`config.mk`:
```
export PLATFORM = sky130hd
export DESIGN_NAME = cttbs_regs
export DESIGN_NICKNAME = d
export VERILOG_FILES = /design/src/common/cttbs_pkg.sv /design/src/rtl/cttbs_tick.sv /design/src/rtl/cttbs_regs.sv
export SDC_FILE = /design/constraint.sdc
export NUM_CORES = 1
export LEC_CHECK = 0
export ABC_AREA = 1
export BUFFER_PORTS_ARGS = -buffer_cell sky130_fd_sc_hd__buf_2
export CAP_MARGIN = 0
export CORE_MARGIN = 2
export CORE_UTILIZATION = 35
export CTS_BUF_LIST = sky130_fd_sc_hd__clkbuf_4 sky130_fd_sc_hd__clkbuf_8
export DETAILED_ROUTE_END_ITERATION = 7
export PLACE_DENSITY = 0.49
export SLEW_MARGIN = 20
export SYNTH_ARGS = -nofsm -noshare
export SYNTH_HDL_FRONTEND = slang
export SYNTH_HIERARCHICAL = 1
export SYNTH_SLANG_ARGS = --single-unit
```
`constraint.sdc`:
```
create_clock -name ref_clk -period 2.8 [get_ports ref_clk]
set_input_delay 0.28 -clock ref_clk [delete_from_list [all_inputs] [get_ports ref_clk]]
set_output_delay 0.28 -clock ref_clk [all_outputs]
set_load 0.1 [all_outputs]
```
`src/common/cttbs_pkg.sv`:
```
/*
 * Constants, register map and state encoding of the charger timer,
 * compensation and battery switch register slice.
 * Assumes a 50 MHz ref_clk and a host on the two-wire serial bus.
 */
package cttbs_pkg;

    // Register map
    localparam logic [7:0] ADDR_TIMER  = 8'h07;
    localparam logic [7:0] ADDR_COMP   = 8'h08;
    localparam logic [7:0] ADDR_SWITCH = 8'h09;
    localparam logic [7:0] ADDR_BOOST  = 8'h0A;

    // Power-on values
    localparam logic [7:0] POR_TIMER  = 8'h9D;
    localparam logic [7:0] POR_COMP   = 8'h03;
    localparam logic [7:0] POR_SWITCH = 8'h44;
    localparam logic [7:0] POR_BOOST  = 8'h73;

    // Fields restored by watchdog expiry
    localparam logic [7:0] WDM_TIMER  = 8'hFF;
    localparam logic [7:0] WDM_COMP   = 8'hFF;
    localparam logic [7:0] WDM_SWITCH = 8'hD3;
    localparam logic [7:0] WDM_BOOST  = 8'hF7;

    // Timer and termination fields
    localparam int TERM_EN_BIT   = 7;
    localparam int STATUS_PIN_DISABLE_BIT  = 6;
    localparam int WD_LSB        = 4;
    localparam int SAFE_EN_BIT   = 3;
    localparam int SAFE_PER_LSB  = 1;

    // Compensation and thermal fields
    localparam int IRR_LSB       = 5;
    localparam int CLAMP_LSB     = 2;
    localparam int TREG_LSB      = 0;

    // Battery switch and pulse fields
    localparam int HALF_BIT      = 6;
    localparam int SHIP_BIT      = 5;
    localparam int DLY_BIT       = 3;
    localparam int SRST_BIT      = 2;
    localparam int RAISE_BIT     = 1;
    localparam int LOWER_BIT     = 0;

    // Watchdog periods in seconds
    localparam logic [7:0] WD_SEC_01 = 8'h28;
    localparam logic [7:0] WD_SEC_10 = 8'h50;
    localparam logic [7:0] WD_SEC_11 = 8'hA0;

    // Safety timer periods in hours
    localparam int SAFE_HR_00    = 5;
    localparam int SAFE_HR_01    = 8;
    localparam int SAFE_HR_10    = 12;
    localparam int SAFE_HR_11    = 20;
    localparam int SEC_PER_HOUR  = 3600;
    localparam int SAFE_W        = 17;

    // Clock and second tick
    localparam int CLK_PERIOD_NS = 20;
    localparam int SEC_NS        = 1_000_000_000;
    localparam int SEC_CYCLES    = SEC_NS / CLK_PERIOD_NS;

    // Ship mode delay in seconds
    localparam int SHIP_DLY_SEC  = 10;

    // Serial bus target address, arbitrary value
    localparam logic [6:0] BUS_ADDR = 7'h2A;

    typedef enum logic [3:0] {
        ST_IDLE = 4'h0,
        ST_ADDR = 4'h1,
        ST_AACK = 4'h3,
        ST_PTR  = 4'h2,
        ST_PACK = 4'h6,
        ST_WR   = 4'h7,
        ST_WACK = 4'h5,
        ST_RD   = 4'h4,
        ST_RACK = 4'hC
    } cttbs_state_t;

endpackage : cttbs_pkg

```
`src/rtl/cttbs_tick.sv`:
```
/*
 * Free-running divider producing a one-cycle tick every CYCLES clocks.
 * Assumes a single clock domain and an asynchronous active-low reset.
 */
`timescale 1ns/100ps
module cttbs_tick
    import cttbs_pkg::*;
#(
    parameter int CYCLES = SEC_CYCLES
) (
    // Clock and reset
    input  wire logic ref_clk,
    input  wire logic nrst,
    // Tick
    output logic      tick_q
);

    logic [31:0] cnt_q;

    // Divider
    always_ff @(posedge ref_clk or negedge nrst) begin
        if (!nrst) begin
            cnt_q  <= 32'h0;
            tick_q <= 1'b0;
        end else if (cnt_q == 32'(CYCLES - 1)) begin
            cnt_q  <= 32'h0;
            tick_q <= 1'b1;
        end else begin
            cnt_q  <= cnt_q + 32'h1;
            tick_q <= 1'b0;
        end
    end

endmodule : cttbs_tick

```
`src/rtl/cttbs_regs.sv`:
```
/*
 * Timer, compensation, battery switch and boost control registers with
 * their two-wire serial target, watchdog, safety timer and ship mode delay.
 * Assumes scl_in and sda_in already synchronous to ref_clk; the sda wire is
 * resolved outside from sda_oe_q.
 */
`timescale 1ns/100ps

module cttbs_regs
    import cttbs_pkg::*;
#(
    parameter int         SEC_CYC  = SEC_CYCLES,
    parameter int         SHIP_DLY = SHIP_DLY_SEC,
    parameter logic [6:0] DEV_ADDR = BUS_ADDR
) (
    // Clock and reset
    input  wire logic       ref_clk,
    input  wire logic       nrst,
    // Serial bus
    input  wire logic       scl_in,
    input  wire logic       sda_in,
    output logic            sda_out_q,
    output logic            sda_oe_q,
    // Charger status inputs
    input  wire logic       soft_reg_reset,
    input  wire logic       watchdog_kick,
    input  wire logic       charging_active,
    input  wire logic       regulation_active,
    input  wire logic       pulse_control_enable,
    input  wire logic       pulse_sequence_done,
    // Control outputs
    output logic            charge_term_enable_q,
    output logic            status_pin_disable_q,
    output logic            safety_timer_enable_q,
    output logic [1:0]      safety_period_select_q,
    output logic [2:0]      ir_comp_resistance_q,
    output logic [2:0]      ir_comp_clamp_q,
    output logic [1:0]      thermal_threshold_select_q,
    output logic            timer_half_speed_enable_q,
    output logic            system_reset_enable_q,
    output logic            pulse_raise_request_q,
    output logic            pulse_lower_request_q,
    output logic [7:0]      boost_control_q,
    // Timer and switch outputs
    output logic            battery_switch_off_q,
    output logic            watchdog_expired_q,
    output logic            safety_timer_expired_q
);

    logic [7:0]   timer_q;
    logic [7:0]   comp_q;
    logic [7:0]   switch_q;
    logic [7:0]   boost_q;
    logic         sec_tick;
    logic         scl_prev_q;
    logic         sda_prev_q;
    cttbs_state_t state_q;
    logic [3:0]   bit_cnt_q;
    logic [7:0]   shift_q;
    logic [7:0]   ptr_q;
    logic         rw_q;
    logic         mack_q;
    logic         wr_en_q;
    logic [7:0]   wr_addr_q;
    logic [7:0]   wr_data_q;
    logic [7:0]   rd_byte;
    logic         start_det;
    logic         stop_det;
    logic         scl_rise;
    logic         scl_fall;
    logic [7:0]   wd_cnt_q;
    logic [7:0]   wd_limit;
    logic [SAFE_W-1:0] safe_cnt_q;
    logic         half_q;
    logic [31:0]  ship_cnt_q;
    logic [1:0]   pulse_wr;

    function automatic logic [7:0] restore(input logic [7:0] cur,
                                           input logic [7:0] por,
                                           input logic [7:0] mask);
        restore = (cur & ~mask) | (por & mask);
    endfunction : restore

    function automatic logic [7:0] read_reg(input logic [7:0] a,
                                            input logic [7:0] r7,
                                            input logic [7:0] r8,
                                            input logic [7:0] r9,
                                            input logic [7:0] ra);
        unique case (a)
            ADDR_TIMER:  read_reg = r7;
            ADDR_COMP:   read_reg = r8;
            ADDR_SWITCH: read_reg = r9;
            ADDR_BOOST:  read_reg = ra;
            default:     read_reg = 8'h00;
        endcase
    endfunction : read_reg

    function automatic logic [SAFE_W-1:0] safe_limit(input logic [1:0] code);
        unique case (code)
            2'b00: safe_limit = SAFE_W'(SAFE_HR_00 * SEC_PER_HOUR);
            2'b01: safe_limit = SAFE_W'(SAFE_HR_01 * SEC_PER_HOUR);
            2'b10: safe_limit = SAFE_W'(SAFE_HR_10 * SEC_PER_HOUR);
            2'b11: safe_limit = SAFE_W'(SAFE_HR_11 * SEC_PER_HOUR);
        endcase
    endfunction : safe_limit

    cttbs_tick #(
        .CYCLES (SEC_CYC)
    ) u_tick (
        .ref_clk (ref_clk),
        .nrst    (nrst),
        .tick_q  (sec_tick)
    );

    assign start_det = scl_in && scl_prev_q && sda_prev_q && !sda_in;
    assign stop_det  = scl_in && scl_prev_q && !sda_prev_q && sda_in;
    assign scl_rise  = scl_in && !scl_prev_q;
    assign scl_fall  = !scl_in && scl_prev_q;
    assign rd_byte   = read_reg(ptr_q, timer_q, comp_q, switch_q, boost_q);

    // Field outputs
    assign charge_term_enable_q       = timer_q[TERM_EN_BIT];
    assign status_pin_disable_q       = timer_q[STATUS_PIN_DISABLE_BIT];
    assign safety_timer_enable_q      = timer_q[SAFE_EN_BIT];
    assign safety_period_select_q     = timer_q[SAFE_PER_LSB +: 2];
    assign ir_comp_resistance_q       = comp_q[IRR_LSB +: 3];
    assign ir_comp_clamp_q            = comp_q[CLAMP_LSB +: 3];
    assign thermal_threshold_select_q = comp_q[TREG_LSB +: 2];
    assign timer_half_speed_enable_q  = switch_q[HALF_BIT];
    assign system_reset_enable_q      = switch_q[SRST_BIT];
    assign pulse_raise_request_q      = switch_q[RAISE_BIT];
    assign pulse_lower_request_q      = switch_q[LOWER_BIT];
    assign boost_control_q            = boost_q;

    // Line sampling
    always_ff @(posedge ref_clk or negedge nrst) begin
        if (!nrst) begin
            scl_prev_q <= 1'b1;
            sda_prev_q <= 1'b1;
            sda_out_q  <= 1'b0;
        end else begin
            scl_prev_q <= scl_in;
            sda_prev_q <= sda_in;
            sda_out_q  <= 1'b0;
        end
    end

    // Serial target
    always_ff @(posedge ref_clk or negedge nrst) begin
        if (!nrst) begin
            state_q   <= ST_IDLE;
            bit_cnt_q <= 4'h0;
            shift_q   <= 8'h00;
            ptr_q     <= 8'h00;
            rw_q      <= 1'b0;
            mack_q    <= 1'b0;
            sda_oe_q  <= 1'b0;
            wr_en_q   <= 1'b0;
            wr_addr_q <= 8'h00;
            wr_data_q <= 8'h00;
        end else begin
            wr_en_q <= 1'b0;
            if (start_det) begin
                state_q   <= ST_ADDR;
                bit_cnt_q <= 4'h0;
                sda_oe_q  <= 1'b0;
            end else if (stop_det) begin
                state_q  <= ST_IDLE;
                sda_oe_q <= 1'b0;
            end else if (scl_rise) begin
                unique case (state_q)
                    ST_ADDR, ST_PTR, ST_WR: begin
                        shift_q   <= {shift_q[6:0], sda_in};
                        bit_cnt_q <= bit_cnt_q + 4'h1;
                    end
                    ST_RD: begin
                        bit_cnt_q <= bit_cnt_q + 4'h1;
                    end
                    ST_RACK: begin
                        mack_q <= !sda_in;
                    end
                    ST_IDLE, ST_AACK, ST_PACK, ST_WACK: begin
                    end
                endcase
            end else if (scl_fall) begin
                unique case (state_q)
                    ST_ADDR: begin
                        if (bit_cnt_q == 4'h8) begin
                            bit_cnt_q <= 4'h0;
                            if (shift_q[7:1] == DEV_ADDR) begin
                                state_q  <= ST_AACK;
                                rw_q     <= shift_q[0];
                                sda_oe_q <= 1'b1;
                            end else begin
                                state_q <= ST_IDLE;
                            end
                        end
                    end
                    ST_AACK: begin
                        bit_cnt_q <= 4'h0;
                        if (rw_q) begin
                            state_q  <= ST_RD;
                            shift_q  <= rd_byte;
                            sda_oe_q <= !rd_byte[7];
                            ptr_q    <= ptr_q + 8'h01;
                        end else begin
                            state_q  <= ST_PTR;
                            sda_oe_q <= 1'b0;
                        end
                    end
                    ST_PTR: begin
                        if (bit_cnt_q == 4'h8) begin
                            state_q  <= ST_PACK;
                            ptr_q    <= shift_q;
                            sda_oe_q <= 1'b1;
                        end
                    end
                    ST_PACK, ST_WACK: begin
                        state_q   <= ST_WR;
                        bit_cnt_q <= 4'h0;
                        sda_oe_q  <= 1'b0;
                    end
                    ST_WR: begin
                        if (bit_cnt_q == 4'h8) begin
                            state_q   <= ST_WACK;
                            sda_oe_q  <= 1'b1;
                            wr_en_q   <= 1'b1;
                            wr_addr_q <= ptr_q;
                            wr_data_q <= shift_q;
                            ptr_q     <= ptr_q + 8'h01;
                        end
                    end
                    ST_RD: begin
                        if (bit_cnt_q == 4'h8) begin
                            state_q  <= ST_RACK;
                            sda_oe_q <= 1'b0;
                        end else begin
                            shift_q  <= {shift_q[6:0], 1'b0};
                            sda_oe_q <= !shift_q[6];
                        end
                    end
                    ST_RACK: begin
                        if (mack_q) begin
                            state_q   <= ST_RD;
                            bit_cnt_q <= 4'h0;
                            shift_q   <= rd_byte;
                            sda_oe_q  <= !rd_byte[7];
                            ptr_q     <= ptr_q + 8'h01;
                        end else begin
                            state_q <= ST_IDLE;
                        end
                    end
                    ST_IDLE: begin
                    end
                endcase
            end
        end
    end

    // Pulse request bits take a 1 only while enabled
    assign pulse_wr = wr_data_q[1:0] & ({2{pulse_control_enable}} | switch_q[1:0]);

    // Register file
    always_ff @(posedge ref_clk or negedge nrst) begin
        if (!nrst) begin
            timer_q  <= POR_TIMER;
            comp_q   <= POR_COMP;
            switch_q <= POR_SWITCH;
            boost_q  <= POR_BOOST;
        end else if (soft_reg_reset) begin
            timer_q  <= POR_TIMER;
            comp_q   <= POR_COMP;
            switch_q <= POR_SWITCH;
            boost_q  <= POR_BOOST;
        end else if (watchdog_expired_q) begin
            timer_q  <= restore(timer_q, POR_TIMER, WDM_TIMER);
            comp_q   <= restore(comp_q, POR_COMP, WDM_COMP);
            switch_q <= restore(switch_q, POR_SWITCH, WDM_SWITCH);
            boost_q  <= restore(boost_q, POR_BOOST, WDM_BOOST);
        end else if (wr_en_q) begin
            unique case (wr_addr_q)
                ADDR_TIMER:  timer_q <= wr_data_q;
                ADDR_COMP:   comp_q  <= wr_data_q;
                ADDR_SWITCH: switch_q <= {wr_data_q[7:2], pulse_wr};
                ADDR_BOOST:  boost_q <= wr_data_q;
                default: begin
                end
            endcase
        end else if (pulse_sequence_done) begin
            switch_q[1:0] <= 2'b00;
        end
    end

    // Watchdog period
    always_comb begin
        unique case (timer_q[WD_LSB +: 2])
            2'b00: wd_limit = 8'h00;
            2'b01: wd_limit = WD_SEC_01;
            2'b10: wd_limit = WD_SEC_10;
            2'b11: wd_limit = WD_SEC_11;
        endcase
    end

    // Watchdog counter, restarted by any register write or a kick
    always_ff @(posedge ref_clk or negedge nrst) begin
        if (!nrst) begin
            wd_cnt_q           <= 8'h00;
            watchdog_expired_q <= 1'b0;
        end else begin
            watchdog_expired_q <= 1'b0;
            if (wd_limit == 8'h00 || wr_en_q || watchdog_kick || soft_reg_reset) begin
                wd_cnt_q <= 8'h00;
            end else if (sec_tick) begin
                if (wd_cnt_q + 8'h01 >= wd_limit) begin
                    wd_cnt_q           <= 8'h00;
                    watchdog_expired_q <= 1'b1;
                end else begin
                    wd_cnt_q <= wd_cnt_q + 8'h01;
                end
            end
        end
    end

    // Charge safety timer
    always_ff @(posedge ref_clk or negedge nrst) begin
        if (!nrst) begin
            safe_cnt_q             <= '0;
            half_q                 <= 1'b0;
            safety_timer_expired_q <= 1'b0;
        end else if (!charging_active || !timer_q[SAFE_EN_BIT]) begin
            safe_cnt_q             <= '0;
            half_q                 <= 1'b0;
            safety_timer_expired_q <= 1'b0;
        end else if (sec_tick && !safety_timer_expired_q) begin
            half_q <= !half_q;
            if (!(switch_q[HALF_BIT] && regulation_active) || half_q) begin
                if (safe_cnt_q + SAFE_W'(1) >= safe_limit(timer_q[SAFE_PER_LSB +: 2])) begin
                    safety_timer_expired_q <= 1'b1;
                end else begin
                    safe_cnt_q <= safe_cnt_q + SAFE_W'(1);
                end
            end
        end
    end

    // Ship mode battery switch control
    always_ff @(posedge ref_clk or negedge nrst) begin
        if (!nrst) begin
            ship_cnt_q           <= 32'h0;
            battery_switch_off_q <= 1'b0;
        end else if (!switch_q[SHIP_BIT]) begin
            ship_cnt_q           <= 32'h0;
            battery_switch_off_q <= 1'b0;
        end else if (!switch_q[DLY_BIT]) begin
            battery_switch_off_q <= 1'b1;
        end else if (!battery_switch_off_q && sec_tick) begin
            if (ship_cnt_q + 32'h1 >= 32'(SHIP_DLY)) begin
                battery_switch_off_q <= 1'b1;
            end else begin
                ship_cnt_q <= ship_cnt_q + 32'h1;
            end
        end
    end

endmodule : cttbs_regs

```
Yosys cells after proc, flatten, opt, wreduce, memory -nomap -nowiden. Index checks and enable logic that the tools add are counted.

Word-level logic and storage cells: 269. Flip-flop bits (word level): 172.

Order comparisons: 3. Bitwise gates (word level): 5. Mux-type cells: 99. Add/subtract/negate cells: 6. Reduce and logical (&&, ||, !) cells: 75. Eq/ne operators: 53.

Operators with widths (number): 8-bit 2-to-1 mux (28); 32-bit 2-to-1 mux (5); 17-bit 2-to-1 mux (7); 8-bit case mux with 4 select lines (3); 17-bit case mux with 4 select lines (1); 32-bit by 1-bit adder with 32-bit output, second input constant (2); 4-bit 2-to-1 mux (15); 8-bit by 4-bit equality test with 1-bit output, second input constant (6); 32-bit by 26-bit equality test with 1-bit output, second input constant (1); 32-bit by 4-bit >= comparator with 1-bit output, second input constant (1); 4-bit != test, second input constant (8); 1-bit 2-to-1 mux (30); 4-bit case mux with 7 select lines (1); 8-bit case mux with 3 select lines (1); 7-bit AND reduction (3); 3-bit nonzero test (7); 2-bit != test, second input constant (9); 17-bit by 1-bit adder with 17-bit output, second input constant (1); 17-bit >= comparator (1); 8-bit by 1-bit adder with 8-bit output, second input constant (2); 4-bit by 3-bit equality test with 1-bit output, second input constant (4); 8-bit by 3-bit equality test with 1-bit output, second input constant (2); 2-bit nonzero test (8); 3-bit != test, second input constant (5); other kinds (38) (90).

Longest topological paths before layout. Gate-level depths: netlist of the first run.

Depth after elaboration: 11. Gate-level depth with buffers: 21.

Modules after synthesis. Netlist of the first run, hierarchy kept.

By module, submodules not included: cttbs_regs (area each 8373.0 um^2, cells each 1145, sequential area each 3498.4 um^2, times used 1); cttbs_tick (area each 2073.2 um^2, cells each 295, sequential area each 825.8 um^2, times used 1).

Worst setup path before layout of the first run. Ideal clock, no wire load.

Path kind: register -> register. Start: reg safe_cnt_q[0]. End: reg safe_cnt_q[10]. Cell stages (with the launch flop): 22. Data arrival time: 2.936 ns. Path slack: -0.201 ns. Data required time: 2.735 ns. Period minus slack after synthesis: 3.001 ns. Path through: dfrtp_1 -> ha_1 -> nand2_1 -> nor2_1 -> nand2_1 -> nor2_1 -> nand3_1 -> nor2_1 -> nand4_1 -> xnor2_1 -> ha_1 -> nand4_1 -> nor3_1 -> nand3_1 -> nor2_1 -> nor2_1 -> nand2_1 -> nand2_1 -> nand2_1 -> buf_2 -> nand2_1 -> nand2_1.

Cells in the longest elaborated chain, start to end: 5.

RTL lines: start, declared (line cttbs_regs.sv:73) `logic [SAFE_W-1:0] safe_cnt_q;`; start signal, assigned (line cttbs_regs.sv:340) `safe_cnt_q <= safe_cnt_q + SAFE_W'(1);`; 17-bit by 1-bit adder with 17-bit output (*) (line cttbs_regs.sv:337, cttbs_regs.sv:340); parallel branches: the longest is 4 deep, another holds 17-bit >= comparator.

Every way passes the cells marked *. The select of a mux whose other input is x is not followed. A chain may end at the register's enable or synchronous reset.

Worst setup path in the final report of the first run.
Start: reg safe_cnt_q[1]. End: reg safety_timer_expired_q.

Cells in the longest elaborated chain, start to end: 4.

RTL lines: 17-bit by 1-bit adder with 17-bit output (line cttbs_regs.sv:337) `if (safe_cnt_q + SAFE_W'(1) >= safe_limit(timer_q[SAFE_PER_LSB +: 2])) begin`; 17-bit >= comparator (line cttbs_regs.sv:337); 2-bit nonzero test (no source line); 3-bit AND reduction (no source line); end signal, assigned (line cttbs_regs.sv:329) `safety_timer_expired_q <= 1'b0;`; end signal, assigned (line cttbs_regs.sv:333) `safety_timer_expired_q <= 1'b0;`; end signal, assigned (line cttbs_regs.sv:338) `safety_timer_expired_q <= 1'b1;`; end, declared (line cttbs_regs.sv:47) `output logic safety_timer_expired_q`.

No other way between the ends.

==> results of run 1 <==
## cell type report
cell class                      instances  share of cell area
Multi-Input combinational cell       1048               0.454
Sequential cell                       172               0.361
Inverter                              207              0.0649
Timing Repair Buffer                   78              0.0467
Tap cell                              390              0.0407
Clock buffer                           18              0.0207
Clock inverter                         14              0.0126
## metal layers
| layer | part of all wire | vias up | track usage |
|---|---|---|---|
| met3 | 0.033 | 34 | 0.0369 |
| met5 | 0 | - | 0 |
| met2 | 0.49 | 150 | 0.323 |
| met1 | 0.47 | 4314 | 0.237 |
| met4 | 0.016 | 0 | 0.0413 |
| li1 | - | 4723 | - |
## worst max-delay path: stages (launching register included)
cell and delay (ns):
dfrtp_1 0.39, ha_2 0.20, nand2_2 0.07, nor2_4 0.10, nand2_2 0.09, nor2_4 0.13
nand3_2 0.11, nor2_4 0.14, buf_4 0.13, xnor2_1 0.12, inv_1 0.08, ha_1 0.30
nand2_1 0.08, nor3_2 0.22, nand3_1 0.10, nor2_1 0.11, nor2_1 0.06, nand2_2 0.13
nand2_4 0.13, buf_4 0.17, o22ai_1 0.09
## metrics by stage
stage | instance area [um2] | setup TNS [ns]
2_1_floorplan | 10500 | 0
6_report | 12000 | -3.68
4_1_cts | 11900 | -3.62
3_3_place_gp | 11300 | -6.84
3_5_place_dp | 11300 | -7.91
5_1_grt | 12000 | -7.53
## state kept, by name, summed over array words and instances (netlist names), 4 cells and up
| name | flops |
|---|---|
| ship_cnt_q | 32 |
| u_tick/cnt_q | 32 |
| safe_cnt_q | 17 |
| boost_control_q | 8 |
| comp_q | 8 |
| ptr_q | 8 |
| shift_q | 8 |
| switch_q | 8 |
| timer_q | 8 |
| wd_cnt_q | 8 |
| wr_addr_q | 8 |
| wr_data_q | 8 |
| bit_cnt_q | 4 |
| state_q | 4 |
## cells by family (layout without fill, tap and decap cells)
logic type / count (synthesis) / in the layout
AND/OR/NAND/NOR: 811 / 813
buffers and inverters: 222 / 317
flip-flops: 172 / 172
AO/OA/AOI/OAI: 159 / 159
adder cells (fa/ha/maj): 38 / 38
XOR/XNOR: 32 / 32
multiplexers: 5 / 5
other: 1 / 1
## final timing paths
kind / from / to / slack (ns)
setup / recovery: safe_cnt_q[1] / safety_timer_expired_q / -0.24
hold reg to reg: rw_q / rw_q / 0.50
hold / removal: charging_active / safety_timer_expired_q / 0.10
min in group asynchronous: nrst / wd_cnt_q[0] / 0.34
max in group asynchronous: nrst / boost_control_q[6] / 1.69
setup reg to reg: safe_cnt_q[1] / safety_timer_expired_q / -0.24
## cell usage in the layout, fill, tap and decap left out, types with 4 or more instances in the layout
master / instances
inv_2: 4
a21oi_1: 30
o21ai_0: 88
o2111ai_1: 5
dfstp_2: 16
nor2_2: 15
nand4_1: 22
nand2_2: 28
nor3_1: 22
o32ai_1: 4
a31oi_1: 8
nand3_1: 77
a22oi_1: 6
nor2_4: 20
nand2_4: 7
nand3_2: 8
xnor2_1: 12
nor2_1: 191
dfrtp_1: 155
mux2_2: 5
clkbuf_8: 19
buf_12: 4
o22ai_1: 6
inv_1: 200
inv_6: 5
nand2_1: 406
buf_4: 32
buf_2: 37
xor2_1: 19
ha_1: 37
## where the power goes
part	switching [W]	internal (W)
Sequential	0.000180	0.00265
Combinational	0.000734	0.000296
Clock	0.00108	0.000765
## what timing repair did
action / in CTS / in global routing
setup buffers: 6 / 2
resized for setup: 14 / 24
hold buffers: 3 / 0
pin swaps: 12 / 16
endpoints found under the hold margin: 47 / 0
setup endpoints to repair: 18 / 41
gates cloned: 1 / 1
==> impl_results.md, run 1 <==
* Run status: finished, violations left
* Violations in the final reports: negative setup slack
* Slew @ Worst Pin at 1.01 ns
* Worst slew slack as a fraction of its limit at 0.326
* Final cell utilization of the core at 0.407
* Setup repair after global routing missed its margin: true
* Capturing element type of the critical path: register
* Static leakage at 5.85 nW
* Global-route usage over all layers at 0.185
* Count of antenna-violating nets left after detailed routing at 0
* Post-synth EDFFs at 0
* Number of top-level pins at 40
* Initial antenna violation count at 0
* Count of synthesis-stage warnings from yosys at 6
* Type of the worst setup path: register to register
* TritonCTS clock tree: yes
* ANT cells at 0
* Most common cell in the netlist: nand2_1
* First-pass GRT wire length at 46,100 um
* Placed wire-length estimate after detailed placement at 20,700 um
* Synthesis-to-layout area growth at 14.8%
* Synth top area cells: dfrtp_1, nand2_1, inv_1, nor2_1, ha_1
* Clock-pin slew of the registers on the worst-case setup and hold paths at 0.11 ns
* Part of the Yosys area used for sequential elements at 0.414
* Initial core utilization at 0.354
* Final setup slack of the worst path at -0.236 ns
* Final WL at 27,600 um
* Data arrival time of the critical path at 3.43 ns
* Number of synthesized register bits at 172
* Share of final-layout standard cells stronger than drive strength 1 at 0.147
* Number of iterations in the first detailed-routing pass at 5
* Predominant post-synthesis flop cell: dfrtp_1
* Filler-free cell count of the finished design at 1,927
* Cell at the root of the clock tree: clkbuf_8
* Synthesized-area fraction occupied by ao, oa, aoi and oai cells at 0.0855
* Share of synthesized cell area in full adder, half adder and majority cells at 0.0455
* Chip Width at 177 um
* Total via count after detailed routing at 9,221
* Number of cells traversed by the worst register-to-register path at 20
* Main combinational cell family by area after synthesis: simple AND/OR/NAND/NOR gates
* Pwr/cell area at 476 mW/mm2
* Area fraction in and, or, nand and nor cells after synthesis at 0.340
* Critical path data required time at 3.20 ns
* Maximum buffer depth of the clock tree at 2
* Post-synth top area share at 0.374
* Port buffer count at 38
* Final setup violation count at 18
* Drt wl/cell at 14.3 um
* Number of instances in the placed design at 1,883
* Fraction of registers with async set or reset after synthesis at 1.00
* # rows at 63
* Count of cell types in the netlist at 49
* Ratio of final minimum period to clock period at 1.08
* Fmax achieved at 0.329 GHz
* Final min period at 3.04 ns
* Max Transition Viols Final at 0
* Startpoint type of the worst setup path: register
* Htree depth at 4
* Largest net degree at the start of global routing at 57
* Layout Skew at 0.0232 ns
* Routed vias/inst at 4.79
* Vias in the first global route at 9,069
* WHS Path Cells at 3
* Combined area of the multi-input logic cells at 0.00544 mm2
* Global route total overflow at 0
* Net count of the finished layout at 1,572
* Xor and xnor area share after synthesis at 0.0268
* Die Ht at 177 um
* Syn_area_per_cell at 7.25 um2
* Count of maximum capacitance violations at 0
* Synthesized instance count at 1,440
* Pre-CTS setup slack at -0.523 ns
* Core outline area at 0.0295 mm2
* Weighted congestion reported at the end of routability-driven placement at 0.847
* Number of remaining DRC errors at 0
* Cell type with the highest aggregate area in the netlist: dfrtp_1
* Most frequent cells after synthesis: nand2_1, inv_1, nor2_1
* Number of inserted filler cells in the final layout at 3,108
* Source-to-sink clock delay at the later pin of the worst-skew pair at 0.48 ns
* Final Hold Violating Endpoints at 0
* Clock Sinks at 172
* Portion of netlist area occupied by mux cells at 0.00539
* Total standard cell area after synthesis at 0.0104 mm2
* Worst hold slack at 0.105 ns
* Largest driver fanout on the critical path at 5
* FF/Latch Area at 0.00433 mm2
* Num CTS Buffers at 17
* Net Count, Synth at 1,488
* DIE AREA at 0.0312 mm2
* Path class of the lowest-slack min-delay path: input port to register
* Power, Total at 0.00571 W
* Number of violations reported at the end of detailed-routing iteration 0 at 522
* Worst IR drop on VDD at 0.000318 V
Power figures use the tool's default switching activity.
==> inputs of run 2 (changes only) <==
--- a/config.mk
+++ b/config.mk
@@ -6,7 +6,7 @@
 export NUM_CORES = 1
 export LEC_CHECK = 0
 export ABC_AREA = 1
-export BUFFER_PORTS_ARGS = -buffer_cell sky130_fd_sc_hd__buf_2
+export BUFFER_PORTS_ARGS = -buffer_cell sky130_fd_sc_hd__buf_4
 export CAP_MARGIN = 0
 export CORE_MARGIN = 2
 export CORE_UTILIZATION = 35
==> run 2 against run 1 <==
  * The run still ends with negative setup slack left
  * Design area rose by 0.64%
  * Wire length is 0.42% higher
  * Worst hold slack got worse by 0.012 ns
  * Clock power shrank 7%
  * Setup slack better by 0.078 ns
  * Cell count unchanged
==> impl_results.md, run 2 (same netlist as run 1, synthesis figures left out) <==
* Run status: finished, violations left
* Violations in the final reports: negative setup slack
* Number of remaining DRC errors at 0
* # rows at 63
* Final std cell area, no fill at 0.0121 mm2
* Combined area of the multi-input logic cells at 0.00548 mm2
* Type of the worst setup path: register to register
* Startpoint type of the worst setup path: register
* Min-delay src: soft_reg_reset
* Final setup slack of the worst path at -0.158 ns
* FF/Latch Area at 0.00432 mm2
* Number of inserted filler cells in the final layout at 3,093
* Cell at the root of the clock tree: clkbuf_8
* Weighted congestion reported at the end of routability-driven placement at 0.870
* Source-to-sink clock delay at the later pin of the worst-skew pair at 0.49 ns
* Largest driver fanout on the critical path at 16
* Worst R2R Setup Slack at -0.16 ns
* Capturing point of the worst reg2reg path: safe_cnt_q[16]
* Number of instances in the placed design at 1,881
* Global-route met1 utilization at 0.237
* Final min period at 2.96 ns
* Placed wire-length estimate after detailed placement at 20,600 um
* Fmax achieved at 0.338 GHz
* Number of cells traversed by the worst register-to-register path at 20
* Gr busiest metal: met2
* Most used cells in the layout excluding fill and tap cells: nand2_1, inv_1, nor2_1
* Initial antenna violation count at 0
* Placed standard-cell area at 0.0114 mm2
* Start of the worst register-to-register path: safe_cnt_q[0]
* Maximum buffer depth of the clock tree at 2
* Total via count after detailed routing at 9,148
* Largest net degree at the start of global routing at 73
* Layout Skew at 0.0202 ns
* Number of violations reported at the end of detailed-routing iteration 0 at 546
* Setup repair after global routing missed its margin: true
* Max Transition Viols Final at 0
* Critical path data required time at 3.17 ns
* Count of antenna-violating nets left after detailed routing at 0
* Endpoint, Worst Hold: switch_q[2]
* Most common cell after layout, fill and taps aside: nand2_1
* Final WL at 27,700 um
* Pre-CTS setup slack at -0.542 ns
* Worst slew slack as a fraction of its limit at 0.281
* Path class of the lowest-slack min-delay path: input port to register
* Capturing element type of the critical path: register
* Routed vias/inst at 4.75
* Num CTS Buffers at 17
* Ratio of final minimum period to clock period at 1.06
* Net count of the finished layout at 1,572
* Met2 Track Usage GR at 0.314
* Final Hold Violating Endpoints at 0
* Number of top-level pins at 40
* ANT cells at 0
* Htree depth at 4
* Final setup violation count at 18
* Synthesis-to-layout area growth at 15.6%
* Worst IR drop on VDD at 0.000288 V
* Static leakage at 5.85 nW
* Filler-free cell count of the finished design at 1,927
* TritonCTS clock tree: yes
* First-pass GRT wire length at 45,600 um
* Number of iterations in the first detailed-routing pass at 5
* WHS Path Cells at 3
* DIE AREA at 0.0312 mm2
* Core outline area at 0.0295 mm2
* Die Ht at 177 um
* Chip Width at 177 um
* Pwr/cell area at 463 mW/mm2
* Clock Sinks at 172
* Port buffer count at 38
* Drt wl/cell at 14.4 um
* Initial core utilization at 0.354
* Total Neg Setup Slack at -2.59 ns
* Share of final-layout standard cells stronger than drive strength 1 at 0.148
* Slew @ Worst Pin at 1.07 ns
* Vias in the first global route at 8,864
* Data arrival time of the critical path at 3.33 ns
* Clock-pin slew of the registers on the worst-case setup and hold paths at 0.11 ns
* Global Route met3 Usage at 0.0348
* Biggest regs: ship_cnt_q x32, u_tick/cnt_q x32, safe_cnt_q x17
* Count of maximum capacitance violations at 0
* Global-route usage over all layers at 0.184
* Global route total overflow at 0
[run 2: repair_timing]
item,CTS,global route
pin swaps,14,14
gates cloned,1,1
buffers inserted,7,2
endpoints found under the setup margin,18,27
hold buffers,3,0
endpoints found under the hold margin,61,0
resized for setup,16,22
[run 2: worst max path at each step]
stage | from | to | slack, ns
2_1_floorplan | safe_cnt_q[0] | safe_cnt_q[10] | 0.008
3_3_place_gp | safe_cnt_q[1] | safe_cnt_q[5] | -0.40
3_5_place_dp | safe_cnt_q[1] | safe_cnt_q[4] | -0.54
4_1_cts | safe_cnt_q[0] | safe_cnt_q[7] | -0.12
5_1_grt | safe_cnt_q[0] | safe_cnt_q[13] | -0.37
6_report | safe_cnt_q[0] | safe_cnt_q[16] | -0.16
[run 2: power breakdown]
group | leakage, nW | internal, W | switching, W
clock network | 0.180 | 0.000668 | 0.00106
logic | 3.43 | 0.000309 | 0.000731
registers | 2.24 | 0.00265 | 0.000180
[run 2: critical path, stage by stage, from the launching register on]
cell     delay (ns)
dfrtp_1        0.37
ha_2           0.19
nand2_2        0.07
nor2_4         0.09
nand2_2        0.08
nor2_4         0.12
nand3_2        0.10
nor2_4         0.14
nand4_1        0.16
xnor2_2        0.20
ha_4           0.29
nand4_1        0.13
nor3_2         0.18
nand3_1        0.09
nor2_1         0.09
nor2_1         0.06
nand2_2        0.16
nor2_4         0.06
buf_12         0.15
nand2_1        0.06
nand2_1        0.05
[run 2: routing by layer]
| metal | up-vias | wire length [um] |
|---|---|---|
| met1 | 4256 | 12800 |
| met3 | 38 | 894 |
| li1 | 4730 | - |
| met4 | 0 | 631 |
| met2 | 124 | 13400 |
| met5 | - | 0 |
[run 2: layout make-up]
| cell class | instances | share of cell area |
|---|---|---|
| multi-input cells | 1048 | 0.454 |
| flip-flops and latches | 172 | 0.358 |
| inverters | 207 | 0.0645 |
| repair buffers | 78 | 0.0528 |
| well taps | 390 | 0.0404 |
| clock buffers | 19 | 0.0211 |
| clock inverters | 13 | 0.00891 |
[run 2: metrics by stage]
step                      hold slack [ns]  power [W]  utilization
after CTS                          0.0710    0.00566        0.405
final                              0.0925    0.00559        0.409
after floorplan                   -0.0156    0.00357            -
after global placement              0.357    0.00390        0.387
after global routing               0.0917    0.00593        0.409
after detailed placement            0.358    0.00389        0.387
